### config.mk
export PLATFORM = sky130hd
export DESIGN_NAME = afe_ctrl_bank
export DESIGN_NICKNAME = d
export VERILOG_FILES = /design/src/afe_pkg.sv /design/src/afe_ctrl_bank.sv /design/src/afe_div.sv
export SDC_FILE = /design/constraint.sdc
export NUM_CORES = 1
export LEC_CHECK = 0
export BUFFER_PORTS_ARGS = -buffer_cell sky130_fd_sc_hd__buf_2
export CAP_MARGIN = 5
export CORE_ASPECT_RATIO = 1.4
export CORE_MARGIN = 2
export CORE_UTILIZATION = 60
export CTS_BUF_LIST = sky130_fd_sc_hd__clkbuf_4 sky130_fd_sc_hd__clkbuf_8
export CTS_CLUSTER_DIAMETER = 60
export DETAILED_ROUTE_END_ITERATION = 6
export PLACE_DENSITY_LB_ADDON = 0.1
export SLEW_MARGIN = 20
export SYNTH_ARGS = -nofsm -noshare
export SYNTH_HDL_FRONTEND = slang
export SYNTH_SLANG_ARGS = --single-unit
### constraint.sdc
create_clock -name CLK_SYS -period 6.8 [get_ports CLK_SYS]
set_input_delay 0.68 -clock CLK_SYS [delete_from_list [all_inputs] [get_ports CLK_SYS]]
set_output_delay 0.68 -clock CLK_SYS [all_outputs]
set_load 0.005 [all_outputs]
### src/afe_pkg.sv
// afe control word bank: field layout, register indices and divider ratios
package afe_pkg;

	// control word layout, sixteen bits, shifted msb first
	localparam int WORD_BITS = 16;
	localparam int CW_CTRL   = 15;
	localparam int CW_RW     = 14;
	localparam int CW_DEV_HI = 13;
	localparam int CW_DEV_LO = 11;
	localparam int CW_REG_HI = 10;
	localparam int CW_REG_LO = 8;
	localparam int CW_DAT_HI = 7;

	// register indices in the register address field
	localparam logic [2:0] REG_SERIAL_MODE = 3'h0;
	localparam logic [2:0] REG_CLOCK_RATE  = 3'h1;
	localparam logic [2:0] REG_POWER       = 3'h2;
	localparam logic [2:0] REG_GAIN        = 3'h3;
	localparam logic [2:0] REG_DAC_TIMING  = 3'h4;
	localparam logic [2:0] REG_ANALOG_TAP  = 3'h5;
	localparam int         NUM_REGS        = 6;
	localparam logic [7:0] REG_RESET       = 8'h00;

	// afe_serial_mode_ctrl
	localparam int SM_OP_MODE  = 0;
	localparam int SM_MIXED    = 1;
	localparam int SM_DLOOP    = 2;
	localparam int SM_SLOOP    = 3;
	localparam int SM_CASC_LO  = 4;
	localparam int SM_CASC_HI  = 6;
	localparam int SM_SW_RESET = 7;

	// afe_clock_rate_ctrl
	localparam int CR_RATE_LO = 0;
	localparam int CR_RATE_HI = 1;
	localparam int CR_SCD_LO  = 2;
	localparam int CR_SCD_HI  = 3;
	localparam int CR_MCD_LO  = 4;
	localparam int CR_MCD_HI  = 6;
	localparam int CR_ECHO    = 7;

	// afe_power_ctrl
	localparam int PW_GLOBAL   = 0;
	localparam int PW_BLK_LO   = 1;
	localparam int PW_BLK_HI   = 5;
	localparam int PW_REFOUT   = 6;
	localparam int PW_RESERVED = 7;

	// divider ratios, counted in half-periods of the master clock pin (one CLK_SYS cycle)
	localparam int DIV_W = 13;
	localparam logic [DIV_W-1:0] MCD_DIV1 = 13'h0001;
	localparam logic [DIV_W-1:0] MCD_DIV2 = 13'h0002;
	localparam logic [DIV_W-1:0] MCD_DIV3 = 13'h0003;
	localparam logic [DIV_W-1:0] MCD_DIV4 = 13'h0004;
	localparam logic [DIV_W-1:0] MCD_DIV5 = 13'h0005;
	// serial clock half-period in divided master clock half-periods
	localparam logic [DIV_W-1:0] SCD_DIV8 = 13'h0008;
	localparam logic [DIV_W-1:0] SCD_DIV4 = 13'h0004;
	localparam logic [DIV_W-1:0] SCD_DIV2 = 13'h0002;
	localparam logic [DIV_W-1:0] SCD_DIV1 = 13'h0001;
	// sample period in divided master clock half-periods (twice the period count)
	localparam logic [DIV_W-1:0] SR_DIV2048 = 13'h1000;
	localparam logic [DIV_W-1:0] SR_DIV1024 = 13'h0800;
	localparam logic [DIV_W-1:0] SR_DIV512  = 13'h0400;
	localparam logic [DIV_W-1:0] SR_DIV256  = 13'h0200;

endpackage

### src/afe_ctrl_bank.sv
// afe control word interpreter and register bank with clock and sample dividers
//
// What this block does
// - top bit high marks a control word in program and mixed modes
// - top bit low: data word in mixed mode, ignored in program mode
// - write bit low at device address zero stores data field in register
// - read bit high at address zero returns register in data field, forwards word
// - nonzero device address is decremented and the word forwarded
// - register address field bits ten to eight picks the register
// - low eight bits carry write value or receive read value
// - serial-mode bit 0 selects program mode or data mode
// - serial-mode bits 1 to 3 enable mixed, digital and serial loop-back
// - serial-mode bits 6 to 4 hold cascade device count
// - serial-mode bit 7 set starts a software reset
// - clock-rate bits 1 and 0 select the sample rate
// - clock-rate bits 3 and 2 select the serial clock divider
// - clock-rate bits 6 to 4 select the master clock divider
// - clock-rate bit 7 enables control echo
// - power bit 0 global on, bits 1 to 5 power single blocks
// - power bit 6 enables reference output, bit 7 reserved zero
// - gain register: input gain, modulator reset, output gain, mute
// - dac timing register: advance, interpolator bypass, gain tap, test mode
// - analog tap register: coefficient, single-ended enable, invert, loop or mute
// - registers change on the falling serial clock edge
// - master divider codes 0 to 4 divide by 1 to 5, others by one
// - serial divider codes give divide by 8, 4, 2, 1; 8 default
// - sample codes give divide by 2048, 1024, 512, 256; 2048 default
`timescale 1ns/100ps
module afe_ctrl_bank import afe_pkg::*; (
	// clock and reset
	input  wire logic       CLK_SYS,
	input  wire logic       RST_N,
	// serial port pins
	input  wire logic       SDI,
	input  wire logic       SDIFS,
	output logic            SCLK,
	output logic            SDO,
	output logic            SDOFS,
	// clocks and sample timing
	output logic            DIV_MASTER_CLK_TICK,
	output logic            SAMPLE_TICK,
	// received data words
	output logic [15:0]     DAC_DATA,
	output logic            DAC_STROBE,
	// control registers
	output logic [7:0]      SERIAL_MODE,
	output logic [7:0]      CLOCK_RATE,
	output logic [7:0]      POWER,
	output logic [7:0]      GAIN,
	output logic [7:0]      DAC_TIMING,
	output logic [7:0]      ANALOG_TAP,
	// effective block power after the global override
	output logic [4:0]      BLOCK_POWER
);

	//////////////////////////////////////////////////////////////////////////////

	typedef struct packed {
		logic                          sdi_s1;
		logic                          sdi_s2;
		logic                          fs_s1;
		logic                          fs_s2;
		logic                          sclk;
		logic [NUM_REGS-1:0][7:0]      regs;
		logic [WORD_BITS-1:0]          rx_word;
		logic [4:0]                    rx_cnt;
		logic                          rx_busy;
		logic [WORD_BITS-1:0]          tx_word;
		logic [4:0]                    tx_cnt;
		logic                          tx_busy;
		logic                          tx_pend;
		logic [WORD_BITS-1:0]          tx_next;
		logic                          sdo;
		logic                          sdofs;
		logic [15:0]                   dac_data;
		logic                          dac_strobe;
		logic [4:0]                    blk_pwr;
		logic                          dm_tick;
		logic                          smp_tick;
	} afe_st_t;

	afe_st_t st;
	afe_st_t next_st;

	logic [DIV_W-1:0] mcd_ratio;
	logic [DIV_W-1:0] scd_ratio;
	logic [DIV_W-1:0] sr_ratio;
	logic             dm_tick;
	logic             sc_tick;
	logic             sr_tick;

	//////////////////////////////////////////////////////////////////////////////
	// divider ratio selection from the clock-rate register

	always_comb begin
		case (st.regs[REG_CLOCK_RATE][CR_MCD_HI:CR_MCD_LO])
			3'h0:    mcd_ratio = MCD_DIV1;
			3'h1:    mcd_ratio = MCD_DIV2;
			3'h2:    mcd_ratio = MCD_DIV3;
			3'h3:    mcd_ratio = MCD_DIV4;
			3'h4:    mcd_ratio = MCD_DIV5;
			default: mcd_ratio = MCD_DIV1;
		endcase
		case (st.regs[REG_CLOCK_RATE][CR_SCD_HI:CR_SCD_LO])
			2'h0:    scd_ratio = SCD_DIV8;
			2'h1:    scd_ratio = SCD_DIV4;
			2'h2:    scd_ratio = SCD_DIV2;
			default: scd_ratio = SCD_DIV1;
		endcase
		case (st.regs[REG_CLOCK_RATE][CR_RATE_HI:CR_RATE_LO])
			2'h0:    sr_ratio = SR_DIV2048;
			2'h1:    sr_ratio = SR_DIV1024;
			2'h2:    sr_ratio = SR_DIV512;
			default: sr_ratio = SR_DIV256;
		endcase
	end

	afe_div #(.WIDTH(DIV_W)) u_mdiv (
		.clk   (CLK_SYS),
		.rst_n (RST_N),
		.en    (1'b1),
		.ratio (mcd_ratio),
		.tick  (dm_tick)
	);

	afe_div #(.WIDTH(DIV_W)) u_sdiv (
		.clk   (CLK_SYS),
		.rst_n (RST_N),
		.en    (dm_tick),
		.ratio (scd_ratio),
		.tick  (sc_tick)
	);

	afe_div #(.WIDTH(DIV_W)) u_rdiv (
		.clk   (CLK_SYS),
		.rst_n (RST_N),
		.en    (dm_tick),
		.ratio (sr_ratio),
		.tick  (sr_tick)
	);

	//////////////////////////////////////////////////////////////////////////////
	// serial shifting and control word decode

	logic                 sclk_fall;
	logic                 sclk_rise;
	logic [WORD_BITS-1:0] word;
	logic [2:0]           dev_addr;
	logic [2:0]           reg_addr;
	logic                 mapped;
	logic                 op_data;
	logic                 mixed;

	always_comb begin
		next_st            = st;
		next_st.dac_strobe = 1'b0;
		next_st.dm_tick    = dm_tick;
		next_st.smp_tick   = sr_tick;

		// first stages feed only the second stages
		next_st.sdi_s1 = SDI;
		next_st.sdi_s2 = st.sdi_s1;
		next_st.fs_s1  = SDIFS;
		next_st.fs_s2  = st.fs_s1;

		sclk_fall = sc_tick && st.sclk;
		sclk_rise = sc_tick && !st.sclk;
		if (sc_tick) begin
			next_st.sclk = !st.sclk;
		end

		word     = {st.rx_word[WORD_BITS-2:0], st.sdi_s2};
		dev_addr = word[CW_DEV_HI:CW_DEV_LO];
		reg_addr = word[CW_REG_HI:CW_REG_LO];
		mapped   = (reg_addr < 3'(NUM_REGS));
		op_data  = st.regs[REG_SERIAL_MODE][SM_OP_MODE];
		mixed    = st.regs[REG_SERIAL_MODE][SM_MIXED];

		// receive on the falling edge; the frame sync marks the first bit
		if (sclk_fall) begin
			if (!st.rx_busy) begin
				if (st.fs_s2) begin
					next_st.rx_word = word;
					next_st.rx_cnt  = 5'h01;
					next_st.rx_busy = 1'b1;
				end
			end else if (st.rx_cnt != 5'(WORD_BITS - 1)) begin
				next_st.rx_word = word;
				next_st.rx_cnt  = st.rx_cnt + 5'h01;
			end else begin
				next_st.rx_word = word;
				next_st.rx_busy = 1'b0;
				if (op_data && !mixed) begin
					// plain data mode: every word is converter data
					next_st.dac_data   = word;
					next_st.dac_strobe = 1'b1;
				end else if (!word[CW_CTRL]) begin
					if (mixed) begin
						next_st.dac_data   = word;
						next_st.dac_strobe = 1'b1;
					end
				end else if (dev_addr != 3'h0) begin
					next_st.tx_next = word;
					next_st.tx_next[CW_DEV_HI:CW_DEV_LO] = dev_addr - 3'h1;
					next_st.tx_pend = 1'b1;
				end else if (word[CW_RW]) begin
					next_st.tx_next = word;
					next_st.tx_next[CW_DAT_HI:0] = mapped ? st.regs[reg_addr] : 8'h00;
					next_st.tx_pend = 1'b1;
				end else begin
					if (mapped) begin
						next_st.regs[reg_addr] = word[CW_DAT_HI:0];
					end
					if (reg_addr == REG_POWER) begin
						next_st.regs[REG_POWER][PW_RESERVED] = 1'b0;
					end
					// echo of addressed writes only when enabled
					if (st.regs[REG_CLOCK_RATE][CR_ECHO]) begin
						next_st.tx_next = word;
						next_st.tx_pend = 1'b1;
					end
					// software reset returns every register, itself included, to zero
					if (reg_addr == REG_SERIAL_MODE && word[SM_SW_RESET]) begin
						for (int i = 0; i < NUM_REGS; i++) begin
							next_st.regs[i] = REG_RESET;
						end
					end
				end
			end
		end

		// transmit on the rising edge so the far end samples on the falling one
		if (sclk_rise) begin
			next_st.sdofs = 1'b0;
			if (st.tx_busy) begin
				next_st.sdo     = st.tx_word[WORD_BITS-1];
				next_st.tx_word = {st.tx_word[WORD_BITS-2:0], 1'b0};
				if (st.tx_cnt == 5'(WORD_BITS - 1)) begin
					next_st.tx_busy = 1'b0;
				end else begin
					next_st.tx_cnt = st.tx_cnt + 5'h01;
				end
			end else if (st.tx_pend) begin
				next_st.sdofs   = 1'b1;
				next_st.sdo     = st.tx_next[WORD_BITS-1];
				next_st.tx_word = {st.tx_next[WORD_BITS-2:0], 1'b0};
				next_st.tx_cnt  = 5'h01;
				next_st.tx_busy = 1'b1;
				next_st.tx_pend = 1'b0;
			end else begin
				next_st.sdo = 1'b0;
			end
		end

		// global power-on overrides the single block enables
		next_st.blk_pwr = st.regs[REG_POWER][PW_BLK_HI:PW_BLK_LO]
			| {5{st.regs[REG_POWER][PW_GLOBAL]}};
	end

	always_ff @(posedge CLK_SYS) begin
		if (!RST_N) begin
			st <= '0;
		end else begin
			st <= next_st;
		end
	end

	//////////////////////////////////////////////////////////////////////////////
	// outputs, all straight from the state register

	assign SCLK        = st.sclk;
	assign SDO         = st.sdo;
	assign SDOFS       = st.sdofs;
	assign DIV_MASTER_CLK_TICK = st.dm_tick;
	assign SAMPLE_TICK = st.smp_tick;
	assign DAC_DATA    = st.dac_data;
	assign DAC_STROBE  = st.dac_strobe;
	assign SERIAL_MODE = st.regs[REG_SERIAL_MODE];
	assign CLOCK_RATE  = st.regs[REG_CLOCK_RATE];
	assign POWER       = st.regs[REG_POWER];
	assign GAIN        = st.regs[REG_GAIN];
	assign DAC_TIMING  = st.regs[REG_DAC_TIMING];
	assign ANALOG_TAP  = st.regs[REG_ANALOG_TAP];
	assign BLOCK_POWER = st.blk_pwr;

endmodule // afe_ctrl_bank

### src/afe_div.sv
// afe tick divider: one registered tick every ratio enabled cycles
`timescale 1ns/100ps
module afe_div import afe_pkg::*; #(
	parameter int WIDTH = DIV_W
) (
	// clock and reset
	input  wire logic             clk,
	input  wire logic             rst_n,
	// count control
	input  wire logic             en,
	input  wire logic [WIDTH-1:0] ratio,
	// result
	output logic                  tick
);

	// the restart compare needs at least a two-bit count
	if (WIDTH < 2) begin : g_width_check
		$error("afe_div: WIDTH too small");
	end

	typedef struct packed {
		logic [WIDTH-1:0] cnt;
		logic             tick;
	} afe_div_st_t;

	afe_div_st_t st;
	afe_div_st_t next_st;

	always_comb begin
		next_st      = st;
		next_st.tick = 1'b0;
		if (en) begin
			// a ratio that shrinks below the count restarts cleanly instead of wrapping
			if (st.cnt >= ratio - 1'b1) begin
				next_st.cnt  = '0;
				next_st.tick = 1'b1;
			end else begin
				next_st.cnt = st.cnt + 1'b1;
			end
		end
	end

	always_ff @(posedge clk) begin
		if (!rst_n) begin
			st <= '0;
		end else begin
			st <= next_st;
		end
	end

	assign tick = st.tick;

endmodule // afe_div

## Yosys cells after proc, flatten, opt, wreduce, memory -nomap -nowiden

Index checks and enable logic that the tools add are counted.

| storage, ports and cells | value |
|---|---|
| bits in registers | 181 |
| bits of input ports | 4 |
| output and inout bits | 75 |
| logic and storage cells | 140 |

| operators by class | value |
|---|---|
| $add $sub $neg | 9 |
| $lt $le $gt $ge | 6 |
| equality and inequality tests | 14 |
| multiplexer cells | 42 |
| bitwise logic cells | 8 |
| reduce and logical (&&, ||, !) cells | 28 |

Operator list:

| cell | count |
|---|---|
| 17-bit 2-to-1 mux | 11 |
| 48-bit 2-to-1 mux | 2 |
| 48-bit bitwise mux | 1 |
| 21-bit 2-to-1 mux | 2 |
| 13-bit by 1-bit adder with 13-bit output (second input constant) | 3 |
| 13-bit greater-or-equal comparator | 3 |
| 13-bit one-hot mux with 3 select lines | 1 |
| 13-bit 2-to-1 mux | 2 |
| 8-bit binary-select mux with 3-bit select | 1 |
| 8-bit demux with 3-bit select | 1 |
| 8-bit 2-to-1 mux | 3 |
| 23-bit 2-to-1 mux | 1 |
| 22-bit 2-to-1 mux | 1 |
| 8-bit AND reduction | 2 |
| 13-bit by 1-bit subtractor with 13-bit output (second input constant) | 1 |
| 1-bit 2-to-1 mux | 12 |
| 3-bit one-hot mux with 4 select lines | 1 |
| 4-bit one-hot mux with 3 select lines | 1 |
| 5-bit by 1-bit adder with 5-bit output (second input constant) | 2 |
| 5-bit 2-to-1 mux | 2 |
| 3-bit by 2-bit equality test with 1-bit output (second input constant) | 3 |
| 3-bit nonzero test | 3 |
| 2-bit nonzero test | 4 |
| 1-bit NOT | 7 |
| other kinds (25) | 37 |

## Depth between registers and ports, before layout

| logic depth | value |
|---|---|
| word-level depth | 13 |
| mapped depth | 9 |
| mapped depth without buffers | 8 |

## Hierarchy

A second synthesis with hierarchy kept.

| unflattened totals | value |
|---|---|
| cells, all modules | 1,133 |
| area total of the unflattened synthesis | 9,963.3 µm² |

Modules (own cells, without submodules):

| module | instances | cells each | area each (µm²) | sequential area each (µm²) |
|---|---|---|---|---|
| afe_ctrl_bank | 1 | 725 | 6,483.7 | 2,762.6 |
| afe_div at u_mdiv ... | 2 | 132 | 1,114.8 | 280.3 |
| afe_div at u_sdiv | 1 | 144 | 1,249.9 | 280.3 |

## Worst setup path before layout

No wires, ideal clock.

| path | value |
|---|---|
| kind | register -> register |
| from | register st[66] (netlist bit) |
| to | register st (netlist bit SERIAL_MODE[7]) |
| library setup time | 116 ps |
| data arrival time | 2,149 ps |
| required time | 6,684 ps |
| slack | 4,535 ps |
| cell stages (with the launch flop) | 9 |
| buffers on the path | 1 |
| clock period less this slack | 2,265 ps |
| cell sequence | dfxtp_1 -> ha_1 -> and3_1 -> ha_1 -> and4_4 -> nand3_4 -> or4_4 -> buf_6 -> and3_1 |

| on the way | value |
|---|---|
| word-level cells in the longest chain between the ends | 3 |

Ends and longest elaborated chain:

| what | line | text |
|---|---|---|
| start: declaration | afe_ctrl_bank.sv:82 | `afe_st_t st;` |
| start signal: assignment | afe_ctrl_bank.sv:264 | `st <= next_st;` |
| 5-bit by 4-bit inequality test with 1-bit output | afe_ctrl_bank.sv:187 | `end else if (st.rx_cnt != 5'(WORD_BITS - 1)) begin` |
| 1-bit NOT (no line) | n/a |  |
| 8-bit AND reduction (no line) | n/a |  |

Every way passes these cells.
A chain may end at the register's enable or synchronous reset.

## Worst setup path after layout

| path | value |
|---|---|
| from | register st[66] (netlist bit) |
| to | register st[38] (netlist bit) |

| on the way | value |
|---|---|
| word-level cells in the longest chain between the ends | 3 |

Ends and longest elaborated chain:

| what | line |
|---|---|
| 5-bit by 4-bit inequality test with 1-bit output | afe_ctrl_bank.sv:187 |
| 1-bit NOT (no line) | n/a |
| 6-bit AND reduction (no line) | n/a |

Every way passes these cells.

==> results by group <==
Clock network
  • TritonCTS clock tree: built
  • Post-CTS Setup Bufs: 0
  • Clk sinks: 180
  • Htree depth: 4
  • Clock-pin slew on the worst setup and hold paths: approximately 90 ps
  • CTS Root Cell: clkbuf_8
  • # resized after CTS: 0
  • CTS Buffer Depth: 2
  • CTS Buf Count: 17
  • CTS hold repair buffers: 0
  • Worst-skew pair later-pin latency: ~470 ps

Synth
  • Mean post-synth cell area: approximately 9.0 um^2
  • Synth cell types: 63
  • Synth Flop Type: dfxtp_1
  • Number of flops mapped to enable cells by yosys: 0
  • Synth Warn #: 0
  • Number of synthesized register bits: 180
  • Synth async-reset ratio: 0%
  • Sequential area share after synthesis: a little over two fifths
  • Synth Cell Area: just over 0.008 mm^2
  • Cells after synthesis: slightly above 900

GRT
  • Gr usage total: between 20% and 30%
  • GR Overflow Total: 0
  • First-pass GRT wire length: a little over 30000 um
  • Pin count of the biggest net entering global routing: 51
  • Vias in the first global route: 6075
  • Initial antenna violation count: 0

Power and ir drop
  • Static Leak: 3.34 nW
  • Flop pwr share: 55.8%
  • Logic pwr share: 1.8%
  • Sw frac: between 20% and 30%
  • Int Pwr: about 1.5 mW
  • Power Dens Cells: roughly 220 mW/mm^2
  • Sw power: between 0.4 and 0.5 mW
  • Clock power frac: 42.4%
  • VDD IR max: 150 uV

Timing
  • Clock Skews: about 9.3 ps
  • RSZ-0062 raised after global routing: no
  • Slew at the pin closest to its max-slew limit: approximately 1100 ps
  • Final setup TNS: 0 ps
  • Final worst-path cycle share: roughly two fifths
  • Max frequency: 0.355 GHz
  • Relative slew slack: 27.3%
  • Final setup viols: 0
  • Fin crit period: around 2800 ps
  • Final Hold Viols: 0
  • Max Slew Vio Count: 0

Final layout
  • Antenna cells: 0
  • Final Net Count: between 900 and 1000
  • Utilization after layout: between 60% and 70%
  • Commonest non-fill, non-tap cell in the layout: dfxtp_1
  • Fillers: about 1200
  • Layout cells sized above 1: between 15 and 20%
  • Post-route cell area: around 0.0086 mm^2
  • Most frequent cells in the layout: 180 x dfxtp_1, 101 x nand2_1, 78 x buf_2, 76 x nor2_1, 52 x a21oi_1
  • Post-synthesis to final-layout area growth: 4.85%

Detailed routing
  • Final wirelength: 19100 um
  • DRT Pass-1 Iters: 5
  • Via Count: approximately 6500
  • Post-route DRC violation count: 0
  • DR WL met2: 9160 um
  • Metal1 wirelength: 8090 um
  • Average wire per standard cell: 17.5 um
  • DR iter-0 viols: roughly 370
  • Top Layer Used: met4
  • Routed Antenna Nets: 0
  • Via density: between 5 and 6
  • WL met3: around 1100 um

Placement
  • Hpwl dp: around 13000 um
  • Cell Area, Placed: 0.00816 mm^2
  • Placer Congestion: 0.899
  • IO buf count: 78

Hold path
  • Worst min path class: in2reg

Critical path
  • Worst EP arrival: between 3000 and 4000 ps
  • CP max FO: 28
  • CP dominant cell by count: ha_1
  • Cells along the critical path: ha_1, and3_1, ha_1, and4_4, o2111a_1, o221ai_1, o211a_1
  • Top delay family on crit path: compound AO/OA/AOI/OAI gates
  • Worst setup SP type: flip-flop
  • Worst Setup End Kind: flip-flop
  • Critical path required time: just over 7000 ps
  • Slowest cell on crit path: o2111a_1
  • CP bufs+invs: 0
  • Critical path class: reg2reg
  • CP peak stage delay: just over 900 ps

Floorplanning
  • DIE HEIGHT: approximately 140 um
  • Core footprint: around 0.013 mm^2
  • Starting Density: roughly three fifths
  • Die area: around 0.015 mm^2
  • Die Width: between 100 and 150 um
  • Rows: 50
  • Num ports: ~80

Run
  • Max-cap violations: 0

Outcome
  • Status: finished, final reports clean
-- worst reg2reg max path: stages (launching register included) --
cell and delay [ps]:
dfxtp_1 400, ha_1 180, and3_1 160, ha_1 270, and4_4 310, o2111a_1 920
o221ai_1 280, o211a_1 200
-- final timing paths --
check,startpoint,slack [ps],cells past startpoint,end
max,st[66],3980,7,st[38]
min,SDI,420,2,next_st[138]
max reg2reg,st[66],3980,7,st[38]
min reg2reg,u_rdiv.tick,450,1,SAMPLE_TICK
-- registers in the layout (all words and copies together), names as in the netlist, 2 cells and up --
| name | flops |
|---|---|
| POWER | 8 |
| ANALOG_TAP | 8 |
| u_rdiv.st | 13 |
| next_st | 2 |
| DAC_DATA | 16 |
| SERIAL_MODE | 8 |
| GAIN | 8 |
| reg_addr | 3 |
| u_mdiv.st | 13 |
| CLOCK_RATE | 8 |
| u_sdiv.st | 13 |
| st | 55 |
| BLOCK_POWER | 5 |
| DAC_TIMING | 8 |
| dev_addr | 3 |
-- kinds of logic after synthesis --
family                     count (synthesis)  synth area share [%]
xor gates and xnor gates                  20                  2.13
adders and majority gates                 20                  3.05
muxes                                     43                  5.33
other                                      2                0.0915
AOI/OAI and AO/OA                        208                  17.4
and+or+nand+nor                          294                  18.1
buffers and inverters                    144                  10.0
DFF                                      180                  43.9
-- final cells by class --
cell class	count	area, um^2	area share (%)
clock buffers	18	248	2.88
inverters	19	71.3	0.828
well taps	182	228	2.64
clock inverters	14	199	2.31
multi-input cells	595	3830	44.5
repair buffers	83	428	4.97
flip-flops and latches	180	3600	41.9
-- synthesized netlist by cell type (7+ instances only) --
library cell | instances | area (um^2)
a211oi_1 | 14 | 105
a21oi_1 | 52 | 260
a22o_1 | 39 | 342
a22oi_1 | 10 | 75.1
a31oi_1 | 12 | 75.1
and2_1 | 12 | 75.1
buf_2 | 11 | 55.1
buf_4 | 69 | 518
clkbuf_1 | 38 | 143
dfxtp_1 | 180 | 3600
ha_1 | 20 | 250
inv_1 | 17 | 63.8
mux2i_1 | 37 | 370
nand2_1 | 101 | 379
nand2b_1 | 12 | 75.1
nand3_1 | 17 | 85.1
nand4_1 | 12 | 75.1
nor2_1 | 76 | 285
nor2b_1 | 7 | 43.8
nor3_1 | 15 | 75.1
o21ai_0 | 37 | 185
o221ai_1 | 9 | 78.8
xnor2_1 | 12 | 105
xor2_1 | 8 | 70.1
-- routing by layer --
layer / GRT usage [%] / vias to the layer above
met2: 42.8 / 222
met3: 6.43 / 52
met1: 33.9 / 3111
met5: 0 / -
li1: - / 3102
met4: 13.2 / 0
-- per-stage QoR --
| step | hold WS, ps | setup slack, ps | cells | power [mW] |
|---|---|---|---|---|
| after floorplan | 412 | 4540 | 919 | 1.12 |
| after global placement | 424 | 3890 | 1059 | 1.12 |
| after detailed placement | 431 | 3820 | 1059 | 1.13 |
| after CTS | 387 | 3990 | 1091 | 1.92 |
| after global routing | 395 | 3770 | 1091 | 1.97 |
| final | 415 | 3980 | 1091 | 1.91 |
-- power groups by stage --
stage | registers [mW] | clock network (mW) | logic [mW]
CTS | 1.07 | 0.823 | 0.0340
global placement | 1.09 | 0 | 0.0326
floorplan | 1.09 | 0 | 0.0273
finish | 1.07 | 0.811 | 0.0340
detailed placement | 1.09 | 0 | 0.0341
global route | 1.07 | 0.863 | 0.0378
Power figures use the tool's default switching activity.
